$ cat src/hdl/scl_pkg.sv
// Constants shared by the low control field decoder and its ramp-rate timer.
package scl_pkg;

  // ---------------------------------------------------------------------------
  // Register addresses on the programming port
  // ---------------------------------------------------------------------------
  localparam logic [7:0] CTRL_ONE_ADDR = 8'h00;
  localparam logic [7:0] SWEEP_RATE_ADDR = 8'h05;

  // ---------------------------------------------------------------------------
  // Field layout of control_function_one, low fourteen bits
  // ---------------------------------------------------------------------------
  localparam int FIELD_W = 14;
  localparam int DEST_HI = 13;
  localparam int DEST_LO = 12;
  localparam int AUX_EN_BIT = 11;
  localparam int DC_OUT_BIT = 10;
  localparam int TRIG_BIT = 9;
  localparam int NO_DWELL_BIT = 8;
  localparam int EXT_PD_MODE_BIT = 7;
  localparam int DIG_PD_BIT = 6;
  localparam int DAC_PD_BIT = 5;
  localparam int CLK_PD_BIT = 4;
  localparam int LOAD_SRR_BIT = 3;
  localparam int AUTOCLR_AUX_BIT = 2;
  localparam int AUTOCLR_PHASE_BIT = 1;
  localparam int SINE_BIT = 0;

  localparam logic [FIELD_W-1:0] CTRL_ONE_RESET = 14'h0000;
  localparam logic [1:0] DEST_FREQ = 2'h0;
  localparam logic [1:0] DEST_PHASE = 2'h1;

  // ---------------------------------------------------------------------------
  // Sweep rate register
  // ---------------------------------------------------------------------------
  localparam int SRR_W = 16;
  localparam logic [SRR_W-1:0] SRR_RESET = 16'h0001;
  localparam logic [SRR_W-1:0] SRR_ZERO = 16'h0000;
  localparam logic [SRR_W-1:0] SRR_ONE = 16'h0001;
  localparam logic [31:0] DATA_ZERO = 32'h0000_0000;

endpackage : scl_pkg

$ cat src/hdl/scl_control_low.sv
// Buffered decoder for the low fourteen bits of control_function_one.
// -----------------------------------------------------------------------------
// Summary of operation
// - Destination 00 gives frequency keying or frequency sweep; software keeps 00 in modulus mode.
// - Destination 01 gives phase keying or routes the accumulator to phase sweep.
// - The enable bit runs the auxiliary accumulator; while clear, linear sweep is off.
// - With sweep on, the DC bit forces the DAC to full scale and disables the synth output.
// - The trigger bit picks edge triggering when clear and level triggering when set.
// - No-dwell clear holds the final sweep value, set returns to the start; ignored without sweep.
// - Fast power-down mode: a high pin stops only the digital logic and DAC digital logic.
// - Full power-down mode: a high pin stops every function including the DAC and PLL.
// - The digital power-down bit parks the digital core in low dissipation.
// - The DAC power-down bit puts the DAC in its lowest power state.
// - The clock input power-down bit stops clock generation only; the PLL and oscillator keep running.
// - With load bit clear, a new sweep rate enters the timer only when the period expires.
// - With load bit set, the timer is reloaded at once on the update strobe.
// - Auxiliary autoclear loads zero into the auxiliary accumulator for one cycle per update.
// - Phase autoclear clears the phase accumulator for one cycle per update.
// - The waveform bit picks cosine when clear and sine when set.
// - Written bits wait in a buffer and reach the logic only on the update strobe.
// -----------------------------------------------------------------------------
module scl_control_low
  import scl_pkg::*;
(
  input wire logic ref_clk,
  input wire logic reset,
  input wire logic wr_en,
  input wire logic [7:0] wr_addr,
  input wire logic [31:0] wr_data,
  input wire logic [7:0] rd_addr,
  input wire logic io_update,
  input wire logic power_down_pin,
  output logic [31:0] rd_data_q,
  output logic freq_dest_q,
  output logic phase_dest_q,
  output logic aux_acc_run_q,
  output logic dac_full_scale_q,
  output logic synth_out_disable_q,
  output logic level_trigger_q,
  output logic no_dwell_q,
  output logic core_pd_q,
  output logic dac_digital_pd_q,
  output logic dac_pd_q,
  output logic pll_pd_q,
  output logic osc_pd_q,
  output logic clk_gen_pd_q,
  output logic aux_acc_clear_q,
  output logic phase_acc_clear_q,
  output logic sine_select_q,
  output logic ramp_tick
);

  // ---------------------------------------------------------------------------
  // Pin synchronisers
  // ---------------------------------------------------------------------------
  logic upd_s1_q;
  logic upd_s2_q;
  logic upd_s3_q;
  logic pd_s1_q;
  logic pd_s2_q;
  logic upd_pulse;

  // Both pins come from outside, so each passes two flops before use.
  always_ff @(posedge ref_clk)
  begin
    if (reset)
    begin
      upd_s1_q <= 1'b0;
      upd_s2_q <= 1'b0;
      upd_s3_q <= 1'b0;
      pd_s1_q <= 1'b0;
      pd_s2_q <= 1'b0;
    end
    else
    begin
      upd_s1_q <= io_update;
      upd_s2_q <= upd_s1_q;
      upd_s3_q <= upd_s2_q;
      pd_s1_q <= power_down_pin;
      pd_s2_q <= pd_s1_q;
    end
  end

  // A long strobe still counts once: only its rising edge transfers.
  assign upd_pulse = upd_s2_q & ~upd_s3_q;

  // ---------------------------------------------------------------------------
  // Write buffer and active copies
  // ---------------------------------------------------------------------------
  logic [FIELD_W-1:0] buf_q;
  logic [FIELD_W-1:0] buf_d;
  logic [FIELD_W-1:0] act_q;
  logic [FIELD_W-1:0] act_d;
  logic [SRR_W-1:0] srr_buf_q;
  logic [SRR_W-1:0] srr_buf_d;
  logic [SRR_W-1:0] srr_act_q;
  logic [SRR_W-1:0] srr_act_d;
  logic reload_q;
  logic reload_d;
  logic [31:0] rd_data_d;

  // Writes only touch the buffer; the running copy changes on update so a
  // multi-byte program sequence never shows a half-written word.
  always_comb
  begin
    buf_d = buf_q;
    srr_buf_d = srr_buf_q;
    act_d = act_q;
    srr_act_d = srr_act_q;
    rd_data_d = DATA_ZERO;
    if (wr_en && wr_addr == CTRL_ONE_ADDR)
    begin
      buf_d = wr_data[FIELD_W-1:0];
    end
    if (wr_en && wr_addr == SWEEP_RATE_ADDR)
    begin
      srr_buf_d = wr_data[SRR_W-1:0];
    end
    if (upd_pulse)
    begin
      act_d = buf_q;
      srr_act_d = srr_buf_q;
    end
    // The timer sees the new rate one cycle after the update, together
    // with the reload request.
    reload_d = upd_pulse & buf_q[LOAD_SRR_BIT];
    if (rd_addr == CTRL_ONE_ADDR)
    begin
      rd_data_d[FIELD_W-1:0] = buf_q;
    end
    else if (rd_addr == SWEEP_RATE_ADDR)
    begin
      rd_data_d[SRR_W-1:0] = srr_buf_q;
    end
  end

  always_ff @(posedge ref_clk)
  begin
    if (reset)
    begin
      buf_q <= CTRL_ONE_RESET;
      act_q <= CTRL_ONE_RESET;
      srr_buf_q <= SRR_RESET;
      srr_act_q <= SRR_RESET;
      reload_q <= 1'b0;
      rd_data_q <= DATA_ZERO;
    end
    else
    begin
      buf_q <= buf_d;
      act_q <= act_d;
      srr_buf_q <= srr_buf_d;
      srr_act_q <= srr_act_d;
      reload_q <= reload_d;
      rd_data_q <= rd_data_d;
    end
  end

  // ---------------------------------------------------------------------------
  // Field decode
  // ---------------------------------------------------------------------------
  logic sweep_on;
  logic full_pd;
  logic freq_dest_d;
  logic phase_dest_d;
  logic dac_full_scale_d;
  logic level_trigger_d;
  logic no_dwell_d;
  logic core_pd_d;
  logic dac_digital_pd_d;
  logic dac_pd_d;
  logic pll_pd_d;
  logic osc_pd_d;
  logic clk_gen_pd_d;
  logic aux_clear_d;
  logic phase_clear_d;
  logic sine_d;

  assign sweep_on = act_q[AUX_EN_BIT];
  assign full_pd = pd_s2_q & act_q[EXT_PD_MODE_BIT];

  // Sweep-only bits are masked by the enable so that a stale DC or dwell
  // setting cannot leak out once the accumulator is switched off.
  always_comb
  begin
    freq_dest_d = act_q[DEST_HI:DEST_LO] == DEST_FREQ;
    phase_dest_d = act_q[DEST_HI:DEST_LO] == DEST_PHASE;
    dac_full_scale_d = act_q[DC_OUT_BIT] & sweep_on;
    level_trigger_d = act_q[TRIG_BIT];
    no_dwell_d = act_q[NO_DWELL_BIT] & sweep_on;
    core_pd_d = act_q[DIG_PD_BIT] | pd_s2_q;
    dac_digital_pd_d = act_q[DAC_PD_BIT] | pd_s2_q;
    dac_pd_d = act_q[DAC_PD_BIT] | full_pd;
    pll_pd_d = full_pd;
    osc_pd_d = full_pd;
    clk_gen_pd_d = act_q[CLK_PD_BIT] | full_pd;
    aux_clear_d = upd_pulse & buf_q[AUTOCLR_AUX_BIT];
    phase_clear_d = upd_pulse & buf_q[AUTOCLR_PHASE_BIT];
    sine_d = act_q[SINE_BIT];
  end

  always_ff @(posedge ref_clk)
  begin
    if (reset)
    begin
      freq_dest_q <= 1'b0;
      phase_dest_q <= 1'b0;
      aux_acc_run_q <= 1'b0;
      dac_full_scale_q <= 1'b0;
      synth_out_disable_q <= 1'b0;
      level_trigger_q <= 1'b0;
      no_dwell_q <= 1'b0;
      core_pd_q <= 1'b0;
      dac_digital_pd_q <= 1'b0;
      dac_pd_q <= 1'b0;
      pll_pd_q <= 1'b0;
      osc_pd_q <= 1'b0;
      clk_gen_pd_q <= 1'b0;
      aux_acc_clear_q <= 1'b0;
      phase_acc_clear_q <= 1'b0;
      sine_select_q <= 1'b0;
    end
    else
    begin
      freq_dest_q <= freq_dest_d;
      phase_dest_q <= phase_dest_d;
      aux_acc_run_q <= sweep_on;
      dac_full_scale_q <= dac_full_scale_d;
      synth_out_disable_q <= dac_full_scale_d;
      level_trigger_q <= level_trigger_d;
      no_dwell_q <= no_dwell_d;
      core_pd_q <= core_pd_d;
      dac_digital_pd_q <= dac_digital_pd_d;
      dac_pd_q <= dac_pd_d;
      pll_pd_q <= pll_pd_d;
      osc_pd_q <= osc_pd_d;
      clk_gen_pd_q <= clk_gen_pd_d;
      aux_acc_clear_q <= aux_clear_d;
      phase_acc_clear_q <= phase_clear_d;
      sine_select_q <= sine_d;
    end
  end

  // ---------------------------------------------------------------------------
  // Ramp-rate timer
  // ---------------------------------------------------------------------------
  // The tick leaves straight from the timer's own flop.
  scl_ramp_timer u_timer (
    .ref_clk(ref_clk),
    .reset(reset),
    .run(sweep_on),
    .reload_now(reload_q),
    .rate(srr_act_q),
    .tick_q(ramp_tick)
  );
endmodule : scl_control_low

$ cat src/hdl/scl_ramp_timer.sv
// Ramp-rate timer that paces the auxiliary accumulator steps.
module scl_ramp_timer
  import scl_pkg::*;
(
  input wire logic ref_clk,
  input wire logic reset,
  input wire logic run,
  input wire logic reload_now,
  input wire logic [SRR_W-1:0] rate,
  output logic tick_q
);

  logic [SRR_W-1:0] count_q;
  logic [SRR_W-1:0] count_d;
  logic tick_d;

  // ---------------------------------------------------------------------------
  // Countdown
  // ---------------------------------------------------------------------------
  // A rate written without immediate reload is picked up only when the
  // running period expires, so a sweep in progress keeps its cadence.
  always_comb
  begin
    count_d = count_q;
    tick_d = 1'b0;
    if (!run)
    begin
      count_d = rate;
    end
    else if (reload_now)
    begin
      count_d = rate;
    end
    else if (count_q == SRR_ZERO)
    begin
      tick_d = 1'b1;
      count_d = rate;
    end
    else
    begin
      count_d = count_q - SRR_ONE;
    end
  end

  always_ff @(posedge ref_clk)
  begin
    if (reset)
    begin
      count_q <= SRR_RESET;
      tick_q <= 1'b0;
    end
    else
    begin
      count_q <= count_d;
      tick_q <= tick_d;
    end
  end
endmodule : scl_ramp_timer

$ cat config.mk
export PLATFORM = sky130hd
export DESIGN_NAME = scl_control_low
export DESIGN_NICKNAME = d
export VERILOG_FILES = /design/src/hdl/scl_pkg.sv /design/src/hdl/scl_control_low.sv /design/src/hdl/scl_ramp_timer.sv
export SDC_FILE = /design/constraint.sdc
export NUM_CORES = 1
export LEC_CHECK = 0
export BUFFER_PORTS_ARGS = -buffer_cell sky130_fd_sc_hd__buf_2
export CAP_MARGIN = 10
export CORE_MARGIN = 10
export CORE_UTILIZATION = 40
export CTS_BUF_LIST = sky130_fd_sc_hd__clkbuf_8 sky130_fd_sc_hd__clkbuf_16
export DETAILED_ROUTE_END_ITERATION = 7
export GPL_TIMING_DRIVEN = 0
export PLACE_DENSITY = 0.71
export SLEW_MARGIN = 5
export SYNTH_ARGS = -nofsm -noshare
export SYNTH_HDL_FRONTEND = slang
export SYNTH_SLANG_ARGS = --single-unit
$ cat constraint.sdc
create_clock -name ref_clk -period 2.4 [get_ports ref_clk]
set_clock_uncertainty 0.2 [all_clocks]
set_input_delay 0.48 -clock ref_clk [delete_from_list [all_inputs] [get_ports ref_clk]]
set_output_delay 0.48 -clock ref_clk [all_outputs]
set_load 0.005 [all_outputs]
==> summary.md <==
| Metric | Value |
|---|---|
| Port bufs | just under 70 |
| Vias | 3260 |
| Ports | just over 100 |
| Status | finished clean |
| Largest cells by area after synthesis | dfxtp_1, mux2i_1, nand2_1 |
| Final Critical Period | between 2 and 2.5 ns |
| Count of cell types in the netlist | 37 |
| Num Clock Sinks | 110 |
| RR Startpoint | u_timer.count_q[2] |
| Overflow after GRT | 0 |
| Area Growth Syn to Fin | 19.8% |
| Slew Viols, Final | 0 |
| Post-layout util | about half |
| RSZ-0062 raised after global routing | false |
| Ys Warns | 0 |
| CP required | between 2 and 3 ns |
| Highest clock rate | 0.446 GHz |
| DRC | 0 |
| CTS Root Cell | clkbuf_8 |
| H-tree Lvls | 3 |
| First-pass iteration count of the detailed router | 4 |
| Initial Utilization | roughly two fifths |
| Critical path depth | 6 |
| Total count of hold-check failures in the final report | 0 |
| Hold Slack | roughly 0.14 ns |
| Final setup vio count | 0 |
| DP Cell Count | 644 |
| Detail Placement HPWL | ~7.6 mm |
| Core ar. | roughly 0.0099 mm2 |
| Placer Congestion | between 0.8 and 0.9 |
| Hold path cells | 2 |
| Seq/Total Area, Yosys | 54.0% |
| Post-Layout Cell Count | ~660 |
| Max incr delay on CP | 0.51 ns |
| Crit path to | rd_data_q[0] |
| Site Rows | 36 |
| Total GRT Usage | a little over an eighth |
| Fillers | ~950 |
| Layout cells sized above 1 | 21.4% |
| Share of the synthesized area in the top cell type | about 54% |
| Max-cap violations | 0 |
| Total CTS buffers | 9 |
| Fin area | a little under 0.005 mm2 |
| Main flop type after synthesis | dfxtp_1 |
| Bufs and invs on worst path | 2 |
| Hold buffer count at cts | 0 |
| CTS clock-pin slew for the worst setup and hold paths | approximately 0.1 ns |
| Via density | between 4 and 5 |
| Post-synthesis register bit count | between 100 and 150 |
| Syn Area/Cell | roughly 9.6 um2 |
| Die ar. | approximately 0.015 mm2 |
| Max_slew headroom | 45.1% |
| Worst EP arrival | ~2.4 ns |
| Crit path from | rd_addr[6] |
| Place WS | -0.462 ns |
| Post-synth EDFFs | 0 |
| CTS tree | built |
| Final Cycle Share | 93.4% |
| Synth async-reset ratio | 0% |
| HP Class | primary input to flop |
| CP endpoint kind | flop |
| Syn Inst Count | between 400 and 500 |
| Least-Margin Pin Slew | roughly 0.8 ns |
| Biggest area consumer among synthesized cells | dfxtp_1 |
| Synth Cell Area | a little over 0.004 mm2 |
| Placed Area | 0.00465 mm2 |
| Insertion delay to the later sink of the worst-skew pair | about 0.37 ns |
| Wire per inst | ~15 um |
| Setup Crit Path Kind | primary input to flop |
| Peak VDD IR | between 0.3 and 0.4 mV |
| Critical Path, Cell by Cell | buf_2, nor4_1, nand2_1, nor3_2, clkbuf_1, a22o_1 |
| R2R Setup Slk | between 0.15 and 0.2 ns |
| Largest net degree at the start of global routing | 19 |
| Layout net count | around 580 |
| CP max FO | 10 |
| CP Launch Type | primary input |
| Post-route setup TNS | 0 ns |
| Antenna violations before repair | 0 |
| Drt first-iter violations | around 180 |
| Final wirelength | 9.91 mm |
| Global-route wire length before repair | 16.2 mm |
| Static leakage | about 2.2 nW |
| Critical path's slowest cell | nor4_1 |
| Final worst setup slack | about 0.16 ns |
| Vias in the first global route | about 3.3k |
| Reg2Reg Depth | 5 |
| Crit Reg-Reg Endpoint | u_timer.count_q[13] |
| Final antenna-violating net count | 0 |
| Die Span Y | roughly 120 um |
| Hold path start | io_update |
| Die width | between 100 and 150 um |
| Max Buffers Root-to-Sink | 2 |
| Power Dens Cells | 642 mW/mm2 |
| CP top delay family | simple AND/OR/NAND/NOR gates |
| Ant. Diodes | 0 |
| Total power | 3.14 mW |
==> state kept, by name, indices dropped and copies added, names as in the netlist, 11 cells and up <==
name             flops
buf_q               14
u_timer.count_q     16
rd_data_q           16
srr_act_q           16
act_q               11
srr_buf_q           16
==> cell usage after synthesis, types with 3 or more instances <==
cell type    n
or4_1        4
dfxtp_1    110
a22o_1      14
nor4_1       6
a21oi_1     41
nor2b_1     10
nand2_1     59
o31ai_1      4
a211oi_1    10
mux2i_1     30
a311oi_1     5
and3_1       4
and2_1       5
nand4_1      3
nor3_1       9
buf_4       18
nor2_1      38
clkbuf_1    22
xnor2_1      7
nand2b_1     3
inv_1        3
==> report_power, final <==
| part | internal, mW | switching [mW] | total [mW] |
|---|---|---|---|
| clock network | 0.549 | 0.614 | 1.16 |
| logic | 0.0598 | 0.0801 | 0.140 |
| registers | 1.83 | 0.00394 | 1.84 |
==> routing by layer <==
| layer | global-route usage [%] | routed length [um] | up-vias |
|---|---|---|---|
| li1 | - | - | 1637 |
| met1 | 16.5 | 4500 | 1536 |
| met2 | 22.9 | 4670 | 77 |
| met5 | 0 | 0 | - |
| met4 | 4.37 | 135 | 0 |
| met3 | 4.05 | 604 | 10 |
==> timing repair <==
item / CTS / global route
endpoints found under the hold margin: 0 / 0
setup endpoints to repair: 11 / 12
gates resized for setup: 2 / 3
setup buffers: 0 / 1
cloned: 0 / 0
pin swaps: 0 / 1
==> layout by cell type, fill, tap and decap left out, drive strengths merged <==
cell | netlist | final
inv | 3 | 4
xnor2 | 7 | 7
a311oi | 5 | 5
nor4 | 6 | 6
o21ai | 2 | 2
buf | 19 | 89
clkinv | 0 | 3
and4 | 1 | 1
or3 | 2 | 2
nor3 | 9 | 9
and3 | 4 | 4
and2 | 5 | 5
clkbuf | 22 | 33
or3b | 1 | 1
ha | 2 | 2
nor4b | 1 | 1
mux2i | 30 | 30
o311ai | 1 | 1
nor2 | 38 | 38
nand4 | 3 | 3
conb | 1 | 16
nor2b | 10 | 10
a211oi | 10 | 10
bufinv | 0 | 1
nand2 | 59 | 59
xor2 | 2 | 2
or4 | 5 | 5
dfxtp | 110 | 110
nand2b | 3 | 3
nand3 | 2 | 2
or2 | 1 | 1
nor3b | 2 | 2
a21oi | 41 | 41
a21o | 2 | 2
o31ai | 4 | 4
a22o | 14 | 14
==> how the worst min path moves through the flow <==
stage,endpoint,slack (ns)
after floorplan,freq_dest_q,0.21
after global placement,freq_dest_q,0.23
after detailed placement,freq_dest_q,0.23
after CTS,upd_s1_q,0.13
after global routing,pd_s1_q,0.13
final,upd_s1_q,0.14
==> kinds of logic after synthesis <==
group	count (synthesis)	share of synthesized area (%)
XOR/XNOR	9	1.93
AND/OR/NAND/NOR	152	17.6
multiplexers	30	7.36
other	1	0.0919
adder cells (fa/ha/maj)	2	0.613
AO/OA/AOI/OAI	79	12.5
buffers and inverters	44	5.89
flip-flops	110	54.0
==> cell type report <==
class | count | area, um2 | area share [%]
Sequential cell | 110 | 2200 | 45.1
Inverter | 3 | 11.3 | 0.231
Timing Repair Buffer | 70 | 353 | 7.22
Tap cell | 133 | 166 | 3.41
Clock inverter | 5 | 65.1 | 1.33
Multi-Input combinational cell | 288 | 1700 | 34.9
Buffer | 41 | 231 | 4.74
Clock buffer | 11 | 151 | 3.10
==> worst reg2reg max path, cell delays in order (launching register included) <==
cell,delay [ns]
dfxtp_1,0.37
or4_4,0.53
buf_6,0.15
or2_4,0.24
or4_1,0.40
a311oi_1,0.26
(Power assumes the default switching activity.)
